==> config.mk <==
export PLATFORM = sky130hd
export DESIGN_NAME = gpc_port
export DESIGN_NICKNAME = d
export VERILOG_FILES = /design/src/gpc_pkg.sv /design/src/gpc_pin_cell.sv /design/src/gpc_port.sv
export VERILOG_INCLUDE_DIRS = /design/src
export SDC_FILE = /design/constraint.sdc
export NUM_CORES = 1
export LEC_CHECK = 0
export BUFFER_PORTS_ARGS = -buffer_cell sky130_fd_sc_hd__buf_2
export CAP_MARGIN = 20
export CELL_PAD_IN_SITES_DETAIL_PLACEMENT = 0
export CELL_PAD_IN_SITES_GLOBAL_PLACEMENT = 1
export CORE_MARGIN = 5
export CORE_UTILIZATION = 43
export CTS_BUF_LIST = sky130_fd_sc_hd__clkbuf_8
export DETAILED_ROUTE_END_ITERATION = 6
export GPL_ROUTABILITY_DRIVEN = 0
export GPL_TIMING_DRIVEN = 0
export PLACE_DENSITY_LB_ADDON = 0.1
export SKIP_LAST_GASP = 1
export SLEW_MARGIN = 10
export SYNTH_ARGS = -nofsm -noshare
export SYNTH_HDL_FRONTEND = slang
export SYNTH_HIERARCHICAL = 1
export SYNTH_SLANG_ARGS = --single-unit
==> constraint.sdc <==
create_clock -name pclk -period 2.31 [get_ports pclk]
set_clock_uncertainty 0.15 [all_clocks]
set_input_delay 0.1155 -clock pclk [delete_from_list [all_inputs] [get_ports pclk]]
set_output_delay 0.1155 -clock pclk [all_outputs]
set_load 0.02 [all_outputs]
==> src/gpc_params.svh <==
// Purpose: Register offsets, reset values and field widths of the GPIO port block.
// Assumes: APB word registers, one aligned 32-bit word each.
// Notes:   Included by the port top module; definitions only.
//
// Functional notes
// - Each port has per-pin readback, latch, direction, analog select, pull-up, threshold, slew and open-drain bits.
// - A pin handed to a peripheral is no longer driven from the latch, yet its level is still readable.
// - Writing the latch register updates the latch exactly as writing the readback register does.
// - Reading the latch returns the stored value; reading the readback register returns the sampled pin levels.
// - An analog-select bit turns off that pin's digital input path.
// - After reset every pin's output source is the data latch.
// - Peripheral outputs reach a pin only through the peripheral pin-select choice.
// - Analog input functions of a pin are enabled only while its analog-select bit is set.
// - Analog mode does not stop the selected digital source from driving the pin.
// - An enabled analog output overrides all digital sources and turns the digital driver off.
// - Direction 1 makes the pin an input with the driver off; direction 0 drives the pin.
// - A pin in analog mode always reads back as zero.
// - Analog-select bits reset to analog mode.
// - With open-drain set the pin only sinks and never drives high; clear, it drives both levels.
`ifndef GPC_PARAMS_SVH
`define GPC_PARAMS_SVH

// Register byte offsets
`define GPC_OFF_READBACK   12'h000
`define GPC_OFF_LATCH      12'h004
`define GPC_OFF_DIRECTION  12'h008
`define GPC_OFF_ANALOG     12'h00C
`define GPC_OFF_PULLUP     12'h010
`define GPC_OFF_THRESHOLD  12'h014
`define GPC_OFF_SLEW       12'h018
`define GPC_OFF_OPENDRAIN  12'h01C
`define GPC_OFF_PINSEL     12'h020
`define GPC_OFF_AOUT       12'h024

// Per-bit reset values, replicated over the port width
`define GPC_RST_LATCH      1'b0
`define GPC_RST_DIRECTION  1'b1
`define GPC_RST_ANALOG     1'b1
`define GPC_RST_PULLUP     1'b0
`define GPC_RST_THRESHOLD  1'b0
`define GPC_RST_SLEW       1'b1
`define GPC_RST_OPENDRAIN  1'b0
`define GPC_RST_PINSEL     1'b0
`define GPC_RST_AOUT       1'b0

// Field width of one pin's source select
`define GPC_SEL_W          2

`endif

==> src/gpc_pkg.sv <==
// Purpose: Shared types of the GPIO port block.
// Assumes: Source select field is two bits wide.
// Notes:   Code 0 is the data latch; codes 1..3 are peripheral channels.
package gpc_pkg;

    // Output source of one pin
    typedef enum logic [1:0] {
        GPC_SRC_LATCH,
        GPC_SRC_PERIPH0,
        GPC_SRC_PERIPH1,
        GPC_SRC_PERIPH2
    } gpc_src_t;

    // APB answer kind, kept for the read/write decode
    typedef enum logic [0:0] {
        GPC_RESP_OKAY,
        GPC_RESP_ERROR
    } gpc_resp_t;

endpackage

==> src/gpc_pin_cell.sv <==
// Purpose: One pin: input synchroniser, output source mux and driver control.
// Assumes: Pad input is asynchronous to pclk.
// Notes:   Every output is a flip-flop; pad_oe_n is low while the pin is driven.
`timescale 1ns/1ps
module gpc_pin_cell #(
    parameter int SEL_W = 2,
    parameter int NPER  = 3
) (
    input  wire logic             pclk,
    input  wire logic             presetn,
    input  wire logic             pad_in,
    input  wire logic             latch_bit,
    input  wire logic [NPER-1:0]  periph_bits,
    input  wire logic [SEL_W-1:0] src_sel,
    input  wire logic             dir,
    input  wire logic             ansel,
    input  wire logic             od,
    input  wire logic             aout_en,
    output logic                  pad_out,
    output logic                  pad_oe_n,
    output logic                  level
);

    logic              sync_a;
    logic              sync_b;
    logic [NPER:0]     sources;
    logic              src_bit;
    logic              drive;
    logic              next_out;
    logic              next_oe_n;

    // Two-stage synchroniser; only sync_b is read beyond here
    always_ff @(posedge pclk or negedge presetn) begin
        if (!presetn) begin
            sync_a <= 1'b0;
            sync_b <= 1'b0;
        end else begin
            sync_a <= pad_in;
            sync_b <= sync_a;
        end
    end

    // Readback forced low in analog mode; input buffer is off there
    always_ff @(posedge pclk or negedge presetn) begin
        if (!presetn) begin
            level <= 1'b0;
        end else begin
            level <= sync_b & ~ansel;
        end
    end

    // Source mux: latch at code 0, peripherals above it
    assign sources = {periph_bits, latch_bit};
    assign src_bit = sources[src_sel];

    // Analog output and direction gate the driver; analog input mode does not
    assign drive = ~dir & ~aout_en;

    // Open drain never drives high: a one releases the pin instead
    always_comb begin
        next_out  = od ? 1'b0 : src_bit;
        next_oe_n = ~(drive & ~(od & src_bit));
    end

    always_ff @(posedge pclk or negedge presetn) begin
        if (!presetn) begin
            pad_out  <= 1'b0;
            pad_oe_n <= 1'b1;
        end else begin
            pad_out  <= next_out;
            pad_oe_n <= next_oe_n;
        end
    end

endmodule

==> src/gpc_port.sv <==
// Purpose: GPIO port with per-pin control registers behind an APB slave.
// Assumes: WIDTH up to 32, WIDTH*SEL_W up to 32; pads and peripherals outside.
// Notes:   Zero-wait reads are captured in setup; every access takes two cycles.
`timescale 1ns/1ps
`include "gpc_params.svh"
module gpc_port #(
    parameter int WIDTH  = 8,
    parameter int ADDR_W = 12,
    parameter int SEL_W  = `GPC_SEL_W,
    parameter int NPER   = (1 << SEL_W) - 1
) (
    input  wire logic                    pclk,
    input  wire logic                    presetn,
    input  wire logic                    psel,
    input  wire logic                    penable,
    input  wire logic                    pwrite,
    input  wire logic [ADDR_W-1:0]       paddr,
    input  wire logic [31:0]             pwdata,
    output logic      [31:0]             prdata,
    output logic                         pready,
    output logic                         pslverr,
    input  wire logic [WIDTH-1:0]        pad_in,
    output logic      [WIDTH-1:0]        pad_out,
    output logic      [WIDTH-1:0]        pad_oe_n,
    output logic      [WIDTH-1:0]        pad_pullup_en,
    output logic      [WIDTH-1:0]        pad_threshold_sel,
    output logic      [WIDTH-1:0]        pad_slew_limit,
    output logic      [WIDTH-1:0]        pad_analog_in_en,
    output logic      [WIDTH-1:0]        pad_analog_out_en,
    input  wire logic [WIDTH*NPER-1:0]   periph_out,
    output logic      [WIDTH-1:0]        periph_in
);

    // Control registers
    logic [WIDTH-1:0]       output_latch;
    logic [WIDTH-1:0]       pin_direction;
    logic [WIDTH-1:0]       analog_select;
    logic [WIDTH-1:0]       weak_pullup_enable;
    logic [WIDTH-1:0]       input_threshold_select;
    logic [WIDTH-1:0]       slew_limit_enable;
    logic [WIDTH-1:0]       open_drain_enable;
    logic [WIDTH*SEL_W-1:0] peripheral_pin_select;
    logic [WIDTH-1:0]       analog_output_enable;

    // Sampled pin levels from the pin cells
    logic [WIDTH-1:0]       pin_level_readback;

    // Bus decode
    logic                   sel_readback;
    logic                   sel_latch;
    logic                   sel_direction;
    logic                   sel_analog;
    logic                   sel_pullup;
    logic                   sel_threshold;
    logic                   sel_slew;
    logic                   sel_opendrain;
    logic                   sel_pinsel;
    logic                   sel_aout;
    logic                   addr_hit;
    logic                   setup_phase;
    logic                   commit;
    logic                   wr_ok;
    logic [31:0]            next_rdata;
    gpc_pkg::gpc_resp_t     next_resp;

    // Address decode; misaligned addresses fall through to unmapped
    always_comb begin
        sel_readback  = (paddr == ADDR_W'(`GPC_OFF_READBACK));
        sel_latch     = (paddr == ADDR_W'(`GPC_OFF_LATCH));
        sel_direction = (paddr == ADDR_W'(`GPC_OFF_DIRECTION));
        sel_analog    = (paddr == ADDR_W'(`GPC_OFF_ANALOG));
        sel_pullup    = (paddr == ADDR_W'(`GPC_OFF_PULLUP));
        sel_threshold = (paddr == ADDR_W'(`GPC_OFF_THRESHOLD));
        sel_slew      = (paddr == ADDR_W'(`GPC_OFF_SLEW));
        sel_opendrain = (paddr == ADDR_W'(`GPC_OFF_OPENDRAIN));
        sel_pinsel    = (paddr == ADDR_W'(`GPC_OFF_PINSEL));
        sel_aout      = (paddr == ADDR_W'(`GPC_OFF_AOUT));
        addr_hit      = sel_readback | sel_latch | sel_direction | sel_analog
                      | sel_pullup | sel_threshold | sel_slew | sel_opendrain
                      | sel_pinsel | sel_aout;
    end

    // Setup is the first cycle; the access edge commits the transfer
    assign setup_phase = psel & ~penable;
    assign commit      = psel & penable & pready;
    assign wr_ok       = commit & pwrite & addr_hit;

    // Read data mux; unused upper bits read as zero
    always_comb begin
        next_rdata = '0;
        next_resp  = addr_hit ? gpc_pkg::GPC_RESP_OKAY : gpc_pkg::GPC_RESP_ERROR;
        if (sel_readback) begin
            next_rdata[WIDTH-1:0] = pin_level_readback;
        end else if (sel_latch) begin
            next_rdata[WIDTH-1:0] = output_latch;
        end else if (sel_direction) begin
            next_rdata[WIDTH-1:0] = pin_direction;
        end else if (sel_analog) begin
            next_rdata[WIDTH-1:0] = analog_select;
        end else if (sel_pullup) begin
            next_rdata[WIDTH-1:0] = weak_pullup_enable;
        end else if (sel_threshold) begin
            next_rdata[WIDTH-1:0] = input_threshold_select;
        end else if (sel_slew) begin
            next_rdata[WIDTH-1:0] = slew_limit_enable;
        end else if (sel_opendrain) begin
            next_rdata[WIDTH-1:0] = open_drain_enable;
        end else if (sel_pinsel) begin
            next_rdata[WIDTH*SEL_W-1:0] = peripheral_pin_select;
        end else if (sel_aout) begin
            next_rdata[WIDTH-1:0] = analog_output_enable;
        end
    end

    // Answer registered in setup so the access phase needs no wait state
    always_ff @(posedge pclk or negedge presetn) begin
        if (!presetn) begin
            pready  <= 1'b0;
            pslverr <= 1'b0;
            prdata  <= '0;
        end else begin
            pready  <= setup_phase;
            pslverr <= setup_phase & (next_resp == gpc_pkg::GPC_RESP_ERROR);
            if (setup_phase && !pwrite) begin
                prdata <= next_rdata;
            end else if (commit) begin
                prdata <= '0;
            end
        end
    end

    // Latch: both the readback and latch offsets write it
    always_ff @(posedge pclk or negedge presetn) begin
        if (!presetn) begin
            output_latch <= {WIDTH{`GPC_RST_LATCH}};
        end else if (wr_ok && (sel_readback || sel_latch)) begin
            output_latch <= pwdata[WIDTH-1:0];
        end
    end

    // Direction: one is input, driver off
    always_ff @(posedge pclk or negedge presetn) begin
        if (!presetn) begin
            pin_direction <= {WIDTH{`GPC_RST_DIRECTION}};
        end else if (wr_ok && sel_direction) begin
            pin_direction <= pwdata[WIDTH-1:0];
        end
    end

    // Analog select starts in analog mode; software clears for digital use
    always_ff @(posedge pclk or negedge presetn) begin
        if (!presetn) begin
            analog_select <= {WIDTH{`GPC_RST_ANALOG}};
        end else if (wr_ok && sel_analog) begin
            analog_select <= pwdata[WIDTH-1:0];
        end
    end

    // Pull-ups touch nothing but the pad pull-up control
    always_ff @(posedge pclk or negedge presetn) begin
        if (!presetn) begin
            weak_pullup_enable <= {WIDTH{`GPC_RST_PULLUP}};
        end else if (wr_ok && sel_pullup) begin
            weak_pullup_enable <= pwdata[WIDTH-1:0];
        end
    end

    // Threshold select; change only with peripherals idle to avoid glitches
    always_ff @(posedge pclk or negedge presetn) begin
        if (!presetn) begin
            input_threshold_select <= {WIDTH{`GPC_RST_THRESHOLD}};
        end else if (wr_ok && sel_threshold) begin
            input_threshold_select <= pwdata[WIDTH-1:0];
        end
    end

    // Slew limiting
    always_ff @(posedge pclk or negedge presetn) begin
        if (!presetn) begin
            slew_limit_enable <= {WIDTH{`GPC_RST_SLEW}};
        end else if (wr_ok && sel_slew) begin
            slew_limit_enable <= pwdata[WIDTH-1:0];
        end
    end

    // Open-drain selection
    always_ff @(posedge pclk or negedge presetn) begin
        if (!presetn) begin
            open_drain_enable <= {WIDTH{`GPC_RST_OPENDRAIN}};
        end else if (wr_ok && sel_opendrain) begin
            open_drain_enable <= pwdata[WIDTH-1:0];
        end
    end

    // Source select per pin; reset hands every pin to the latch
    always_ff @(posedge pclk or negedge presetn) begin
        if (!presetn) begin
            peripheral_pin_select <= {(WIDTH*SEL_W){`GPC_RST_PINSEL}};
        end else if (wr_ok && sel_pinsel) begin
            peripheral_pin_select <= pwdata[WIDTH*SEL_W-1:0];
        end
    end

    // Analog output enables, e.g. a DAC routed to the pin
    always_ff @(posedge pclk or negedge presetn) begin
        if (!presetn) begin
            analog_output_enable <= {WIDTH{`GPC_RST_AOUT}};
        end else if (wr_ok && sel_aout) begin
            analog_output_enable <= pwdata[WIDTH-1:0];
        end
    end

    // Pad controls come straight from their registers
    assign pad_pullup_en     = weak_pullup_enable;
    assign pad_threshold_sel = input_threshold_select;
    assign pad_slew_limit    = slew_limit_enable;
    assign pad_analog_in_en  = analog_select;
    assign pad_analog_out_en = analog_output_enable;

    // Peripherals see the same gated level as software does
    assign periph_in = pin_level_readback;

    // One cell per pin
    for (genvar p = 0; p < WIDTH; p++) begin : g_pin
        gpc_pin_cell #(
            .SEL_W (SEL_W),
            .NPER  (NPER)
        ) u_cell (
            .pclk        (pclk),
            .presetn     (presetn),
            .pad_in      (pad_in[p]),
            .latch_bit   (output_latch[p]),
            .periph_bits (periph_out[p*NPER +: NPER]),
            .src_sel     (peripheral_pin_select[p*SEL_W +: SEL_W]),
            .dir         (pin_direction[p]),
            .ansel       (analog_select[p]),
            .od          (open_drain_enable[p]),
            .aout_en     (analog_output_enable[p]),
            .pad_out     (pad_out[p]),
            .pad_oe_n    (pad_oe_n[p]),
            .level       (pin_level_readback[p])
        );
    end

endmodule

==> metrics.txt, run 1 <==
multi-input logic area=2575 sq um; max_cap viols=0; Crit path depth=8; Max Slew Vio Count=0; Reg area=3493 sq um; drt pass-1 iters=5; arrival time at the worst endpoint=2.44 ns; Pwr Density=567.6 nW/um^2; warning count from the yosys run=6; CTS tree=done; CP cell instances=buf_2 -> or4_1 -> clkbuf_2 -> and4bb_4 -> and3_2 -> buf_2 -> buf_4 -> mux2_2; gr usage total=23.50%; layout cell share with drive strength beyond 1=approximately 52%; Synth Register Bits=138; vias in the first global route=5081; Fin. Hold Viols=0; initial drt markers=338; Post-Place Cells=814; FFs w/ async S/R, synth=100.0%; Die Y-Extent=around 130 um; setup violators final=0; non-filler cells, final=905; post-layout util=57.42%; Sum Neg Setup Slack=0 ns; synthesized area per cell=around 13 sq um; htree depth=4; CP top delay family=simple AND/OR/NAND/NOR gates; Distinct cells, synth=57; power after layout=0.004683 W; Hold Path Depth=3; Req. time, crit path=roughly 2.5 ns; IO Port Bufs=145; CTS max path bufs=2; Peak VDD IR=391.9 uV; Post-synth EDFFs=0; ys flop type=dfrtp_1; largest net degree at the start of global routing=77; clock slew at reported path FFs=0.08 ns; crit end category=flop; Max-slew headroom=between 40% and 50%; leak pwr=4.178 nW; cells on worst reg2reg path=6; wire length per cell=21.61 um; crit-path most repeated cell=buf_2; Area growth syn-to-layout=32.06%; Critical-path top delay cell=or4_1; status=complete, no violations; Largest stage delay, worst path=between 0.5 and 0.6 ns; Initial Util=about 43%; fin crit share=97.67%; Placed Instance Area=7307 sq um; Vias/cell=5.484; Total Nets Final=789; Clk Latency, worst-skew pair=about 0.45 ns; I/O pin total=179; Mapped Area=~6200 sq um; Num CTS Buffers=17; startpoint types=input pin; detailed-route wire length=19560 um; DRC=0; crit path time final=roughly 2.3 ns; Vias=4963; worst min path class=input pin to flop; post-synthesis sequential area ratio=55.92%; first-pass GRT wire length=29410 um; most frequent cells in the layout=154 x buf_2, 106 x dfrtp_1, 83 x mux2_2; fillers=between 1000 and 1500; cell area after layout=between 8000 and 9000 sq um; # diodes=0; commonest non-fill, non-tap cell in the layout=buf_2; worst slew pin tran=0.7804 ns; Horiz. Die Dim=130.5 um; crit-path max FO=10; unrepaired setup endpoints after global routing=no; Core Area=around 14000 sq um; gr ovfl total=0; worst setup path category=input pin to flop; cell count after synthesis=468; die area=roughly 17000 sq um; Bufs and invs on worst path=4; CTS sink cnt=138; # rows=44; Post-DRT Antenna Nets=0; Max Freq=443.2 MHz; root buffer cell=clkbuf_8; post-DP HPWL=13290 um; initial antenna violation count=0
-- stage by stage --
| stage | setup slack, ns | hold slack, ns |
|---|---|---|
| 6_report | 0.05389 | 0.007934 |
| 5_1_grt | 0.005552 | 0.03031 |
| 4_1_cts | 0.01908 | 0.0003065 |
| 3_5_place_dp | -0.9263 | -0.01268 |
| 3_3_place_gp | -0.9360 | 0.07354 |
| 2_1_floorplan | 0.02412 | -0.3301 |
-- synthesized netlist by cell type (6+ instances only) --
cell,count,area (sq um)
mux4_2,12,270.3
inv_1,6,22.52
dfstp_2,32,840.8
dfrtp_1,106,2653
nand2_1,22,82.58
nand3_1,8,40.04
a21oi_1,16,80.08
nand2b_1,12,75.07
mux2_2,83,934.7
clkbuf_1,8,30.03
o21ai_0,10,50.05
buf_4,17,127.6
a22o_1,11,96.34
a211o_1,11,96.34
nor2b_1,17,106.4
nor2_1,8,30.03
buf_2,8,40.04
-- power breakdown --
group	switching [W]	internal, W	leakage [nW]
Sequential	0.00000851	0.00244	1.75
Clock	0.000980	0.000879	0.181
Combinational	0.000223	0.000152	2.25
-- layer usage --
metal | part of all wire, % | vias up | track usage, %
met5 | 0 | - | 0
met3 | 9.6 | 41 | 7.602
met1 | 41 | 2480 | 30.95
met4 | 2.6 | 0 | 8.530
li1 | - | 2204 | -
met2 | 47 | 238 | 36.66
-- flip-flops by register name (all words and copies together), names as in the netlist, 8 cells and up --
name / count
output_latch: 8
peripheral_pin_select: 16
g_pin.u_cell/pad_oe_n: 8
pad_analog_in_en: 8
g_pin.u_cell/pad_out: 8
g_pin.u_cell/sync_a: 8
g_pin.u_cell/sync_b: 8
pad_slew_limit: 8
open_drain_enable: 8
prdata: 16
pad_pullup_en: 8
pad_analog_out_en: 8
pad_threshold_sel: 8
g_pin.u_cell/level: 8
pin_direction: 8
-- cell families after synthesis --
family,Yosys count,share of synthesized area [%]
flops,138,55.92
other cells,1,0.06003
buf+inv,44,4.086
mux,98,19.85
simple gates,107,10.55
compound gates,80,9.534
-- repair_timing --
item	in CTS	in global routing
setup buffers	9	6
endpoints found under the hold margin	203	0
endpoints found under the setup margin	71	32
pin swaps	5	3
hold buffers	44	0
resized for setup	4	3
-- worst paths after layout --
check                                       startpoint                         to  slack (ns)
worst max-delay path                          paddr[9]  peripheral_pin_select[11]        0.05
worst max register to register                  pready  peripheral_pin_select[11]        0.15
worst min register to register  g_pin[5].u_cell/sync_a     g_pin[5].u_cell/sync_b        0.20
worst min-delay path                     periph_out[9]    g_pin[3].u_cell/pad_out       0.008
min in group asynchronous                      presetn       open_drain_enable[0]        0.07
max in group asynchronous                      presetn   g_pin[5].u_cell/pad_oe_n        1.13
-- tightest hold or removal path: stages --
cell,delay (ns)
buf_2,0.08
mux4_2,0.23
nor2b_1,0.13
-- final cells by class --
cell class                      instances  area share, %
Clock buffer                           18          3.003
Sequential cell                       138          42.34
Buffer                                 37          2.821
Inverter                                6         0.2730
Tap cell                              184          2.790
Clock inverter                         14          1.501
Multi-Input combinational cell        301          31.21
Timing Repair Buffer                  207          16.06
Power figures use the tool's default switching activity.
==> run 2, diff against run 1 <==
Settings changed: PLACE_DENSITY from default to 0.94, PLACE_DENSITY_LB_ADDON 0.1 to default.
==> run 2 against run 1 <==
Critical path depth decreased by 1. Worst setup slack lost 0.013 ns. Highest routed layer unchanged. Utilization fell by 0.087 points. Register-to-register slack gained 0.05 ns. Flip-flop and latch count stayed put. Largest cell class unchanged. Critical path type unchanged.
==> metrics.txt, run 2 (synthesis results as in run 1) <==
status=complete, no violations; Max Freq=440.8 MHz (-0.56%); commonest non-fill, non-tap cell in the layout=buf_2; # diodes=0 (unchanged); Clk Latency, worst-skew pair=0.46 ns (about the same); multi-input logic area=2572 sq um (about the same); Vias/cell=5.532 (+0.88%); crit path time final=2.269 ns (+0.01266 ns); vias in the first global route=5115 (+0.67%); largest net degree at the start of global routing=78 (+1.3%); Core Area=14370 sq um (unchanged); Post-DRT Antenna Nets=0 (unchanged); crit-path max FO=9 (-1); leak pwr=4.188 nW (+0.23%); worst slew pin tran=0.9572 ns (+0.1767 ns); hold slack=0.05775 ns (+0.04982 ns); post-DP HPWL=13230 um (-0.42%); worst setup path category=input pin to flop; non-filler cells, final=900 (-0.55%); Num CTS Buffers=17 (unchanged); first-pass GRT wire length=28880 um (-1.8%); clock slew at reported path FFs=0.07 ns (about the same); root buffer cell=clkbuf_8; most frequent cells in the layout=152 x buf_2, 106 x dfrtp_1, 83 x mux2_2; Regs by FF count=peripheral_pin_select (16), prdata (16); I/O pin total=179 (unchanged); initial drt markers=461 (+36%); unrepaired setup endpoints after global routing=no; wire length per cell=21.01 um (-2.8%); Pwr Density=582.0 nW/um^2 (+2.5%); layout cell share with drive strength beyond 1=51.12% (-0.76 points); Req. time, crit path=2.49 ns (about the same); fillers=1206 (-4.7%); drt pass-1 iters=5 (unchanged); Die Y-Extent=130.5 um (unchanged); post-layout util=57.33% (-0.087 points); die area=17040 sq um (unchanged); detailed-route wire length=18910 um (-3.3%); setup violators final=0 (unchanged); Max-slew headroom=36.02% (-12 points); crit end category=flop; Fin. Hold Viols=0 (unchanged); Area growth syn-to-layout=31.86%; CTS max path bufs=2 (unchanged); Max Slew Vio Count=0 (unchanged); worst min path class=input pin to asynchronous set/reset pin; startpoint types=input pin; fin crit share=98.22% (+0.55 points); Total Nets Final=784 (-0.63%); Vias=4979 (+0.32%); initial antenna violation count=0 (unchanged); DRC=0 (unchanged); Peak VDD IR=367.7 uV (-6.2%); # rows=44 (unchanged); CTS tree=done; gr ovfl total=0 (unchanged); gr usage total=22.72% (-0.78 points); IO Port Bufs=145 (unchanged); max_cap viols=0 (unchanged); Initial Util=43.48% (unchanged); Post-Place Cells=813 (-0.12%); CTS sink cnt=138 (unchanged); Reg area=3493 sq um (unchanged); Sum Neg Setup Slack=0 ns (unchanged); htree depth=4 (unchanged); arrival time at the worst endpoint=2.45 ns (about the same); Horiz. Die Dim=130.5 um (unchanged)
run 2: stage by stage:
stage	power, W	setup WS (ns)	instance area, sq um
finish	0.004795	0.04122	8238
global route	0.004979	0.03931	8238
CTS	0.004827	-0.08680	8183
detailed placement	0.002814	-1.028	7300
global placement	0.002795	-0.8240	7259
floorplan	0.002633	0.02412	6304
run 2: path summary, 6_finish.rpt:
kind | cells after the start | slack, ns | start | to
setup / recovery | 7 | 0.04 | paddr[7] | pad_pullup_en[6]
hold / removal | 2 | 0.06 | presetn | g_pin[6].u_cell/sync_a
setup reg to reg | 7 | 0.20 | pready | peripheral_pin_select[14]
hold reg to reg | 0 | 0.19 | g_pin[2].u_cell/sync_a | g_pin[2].u_cell/sync_b
max in group asynchronous | 3 | 1.14 | presetn | pad_analog_in_en[0]
min in group pclk | 4 | 0.10 | paddr[5] | pslverr
run 2: cell type report:
cell class | count | share of cell area, %
inverter | 6 | 0.2734
clock inverter | 10 | 1.185
timing repair buffer | 203 | 15.69
sequential | 138 | 42.41
tap | 184 | 2.795
multi-input combinational | 301 | 31.23
buffer | 36 | 2.749
clock buffer | 22 | 3.676
run 2: where the power goes:
group / total, W / switching, W / internal, W / leakage (nW)
clock: 0.00198 / 0.000893 / 0.00108 / 0.221
combinational: 0.000368 / 0.000219 / 0.000149 / 2.22
sequential: 0.00245 / 0.00000896 / 0.00244 / 1.75
run 2: critical path: stages:
cell	delay (ns)
buf_2	0.13
or4b_2	0.65
buf_2	0.22
nor3_4	0.39
and3_2	0.24
buf_2	0.31
mux2_2	0.39
run 2: timing repair:
action | CTS | global route
gates resized for setup | 2 | 1
hold endpoints to repair | 175 | 0
setup endpoints to repair | 47 | 68
setup buffers | 6 | 7
pin swaps | 3 | 3
gates cloned | 0 | 0
hold buffers | 43 | 0
run 2: routing by layer:
layer / routed length (um) / global-route usage [%] / vias to the layer above / part of all wire [%]
met1: 7334 / 28.83 / 2441 / 39
met3: 2073 / 7.846 / 57 / 11
met5: 0 / 0 / - / 0
met2: 8926 / 35.66 / 298 / 47
li1: - / - / 2183 / -
met4: 579 / 9.558 / 0 / 3.1
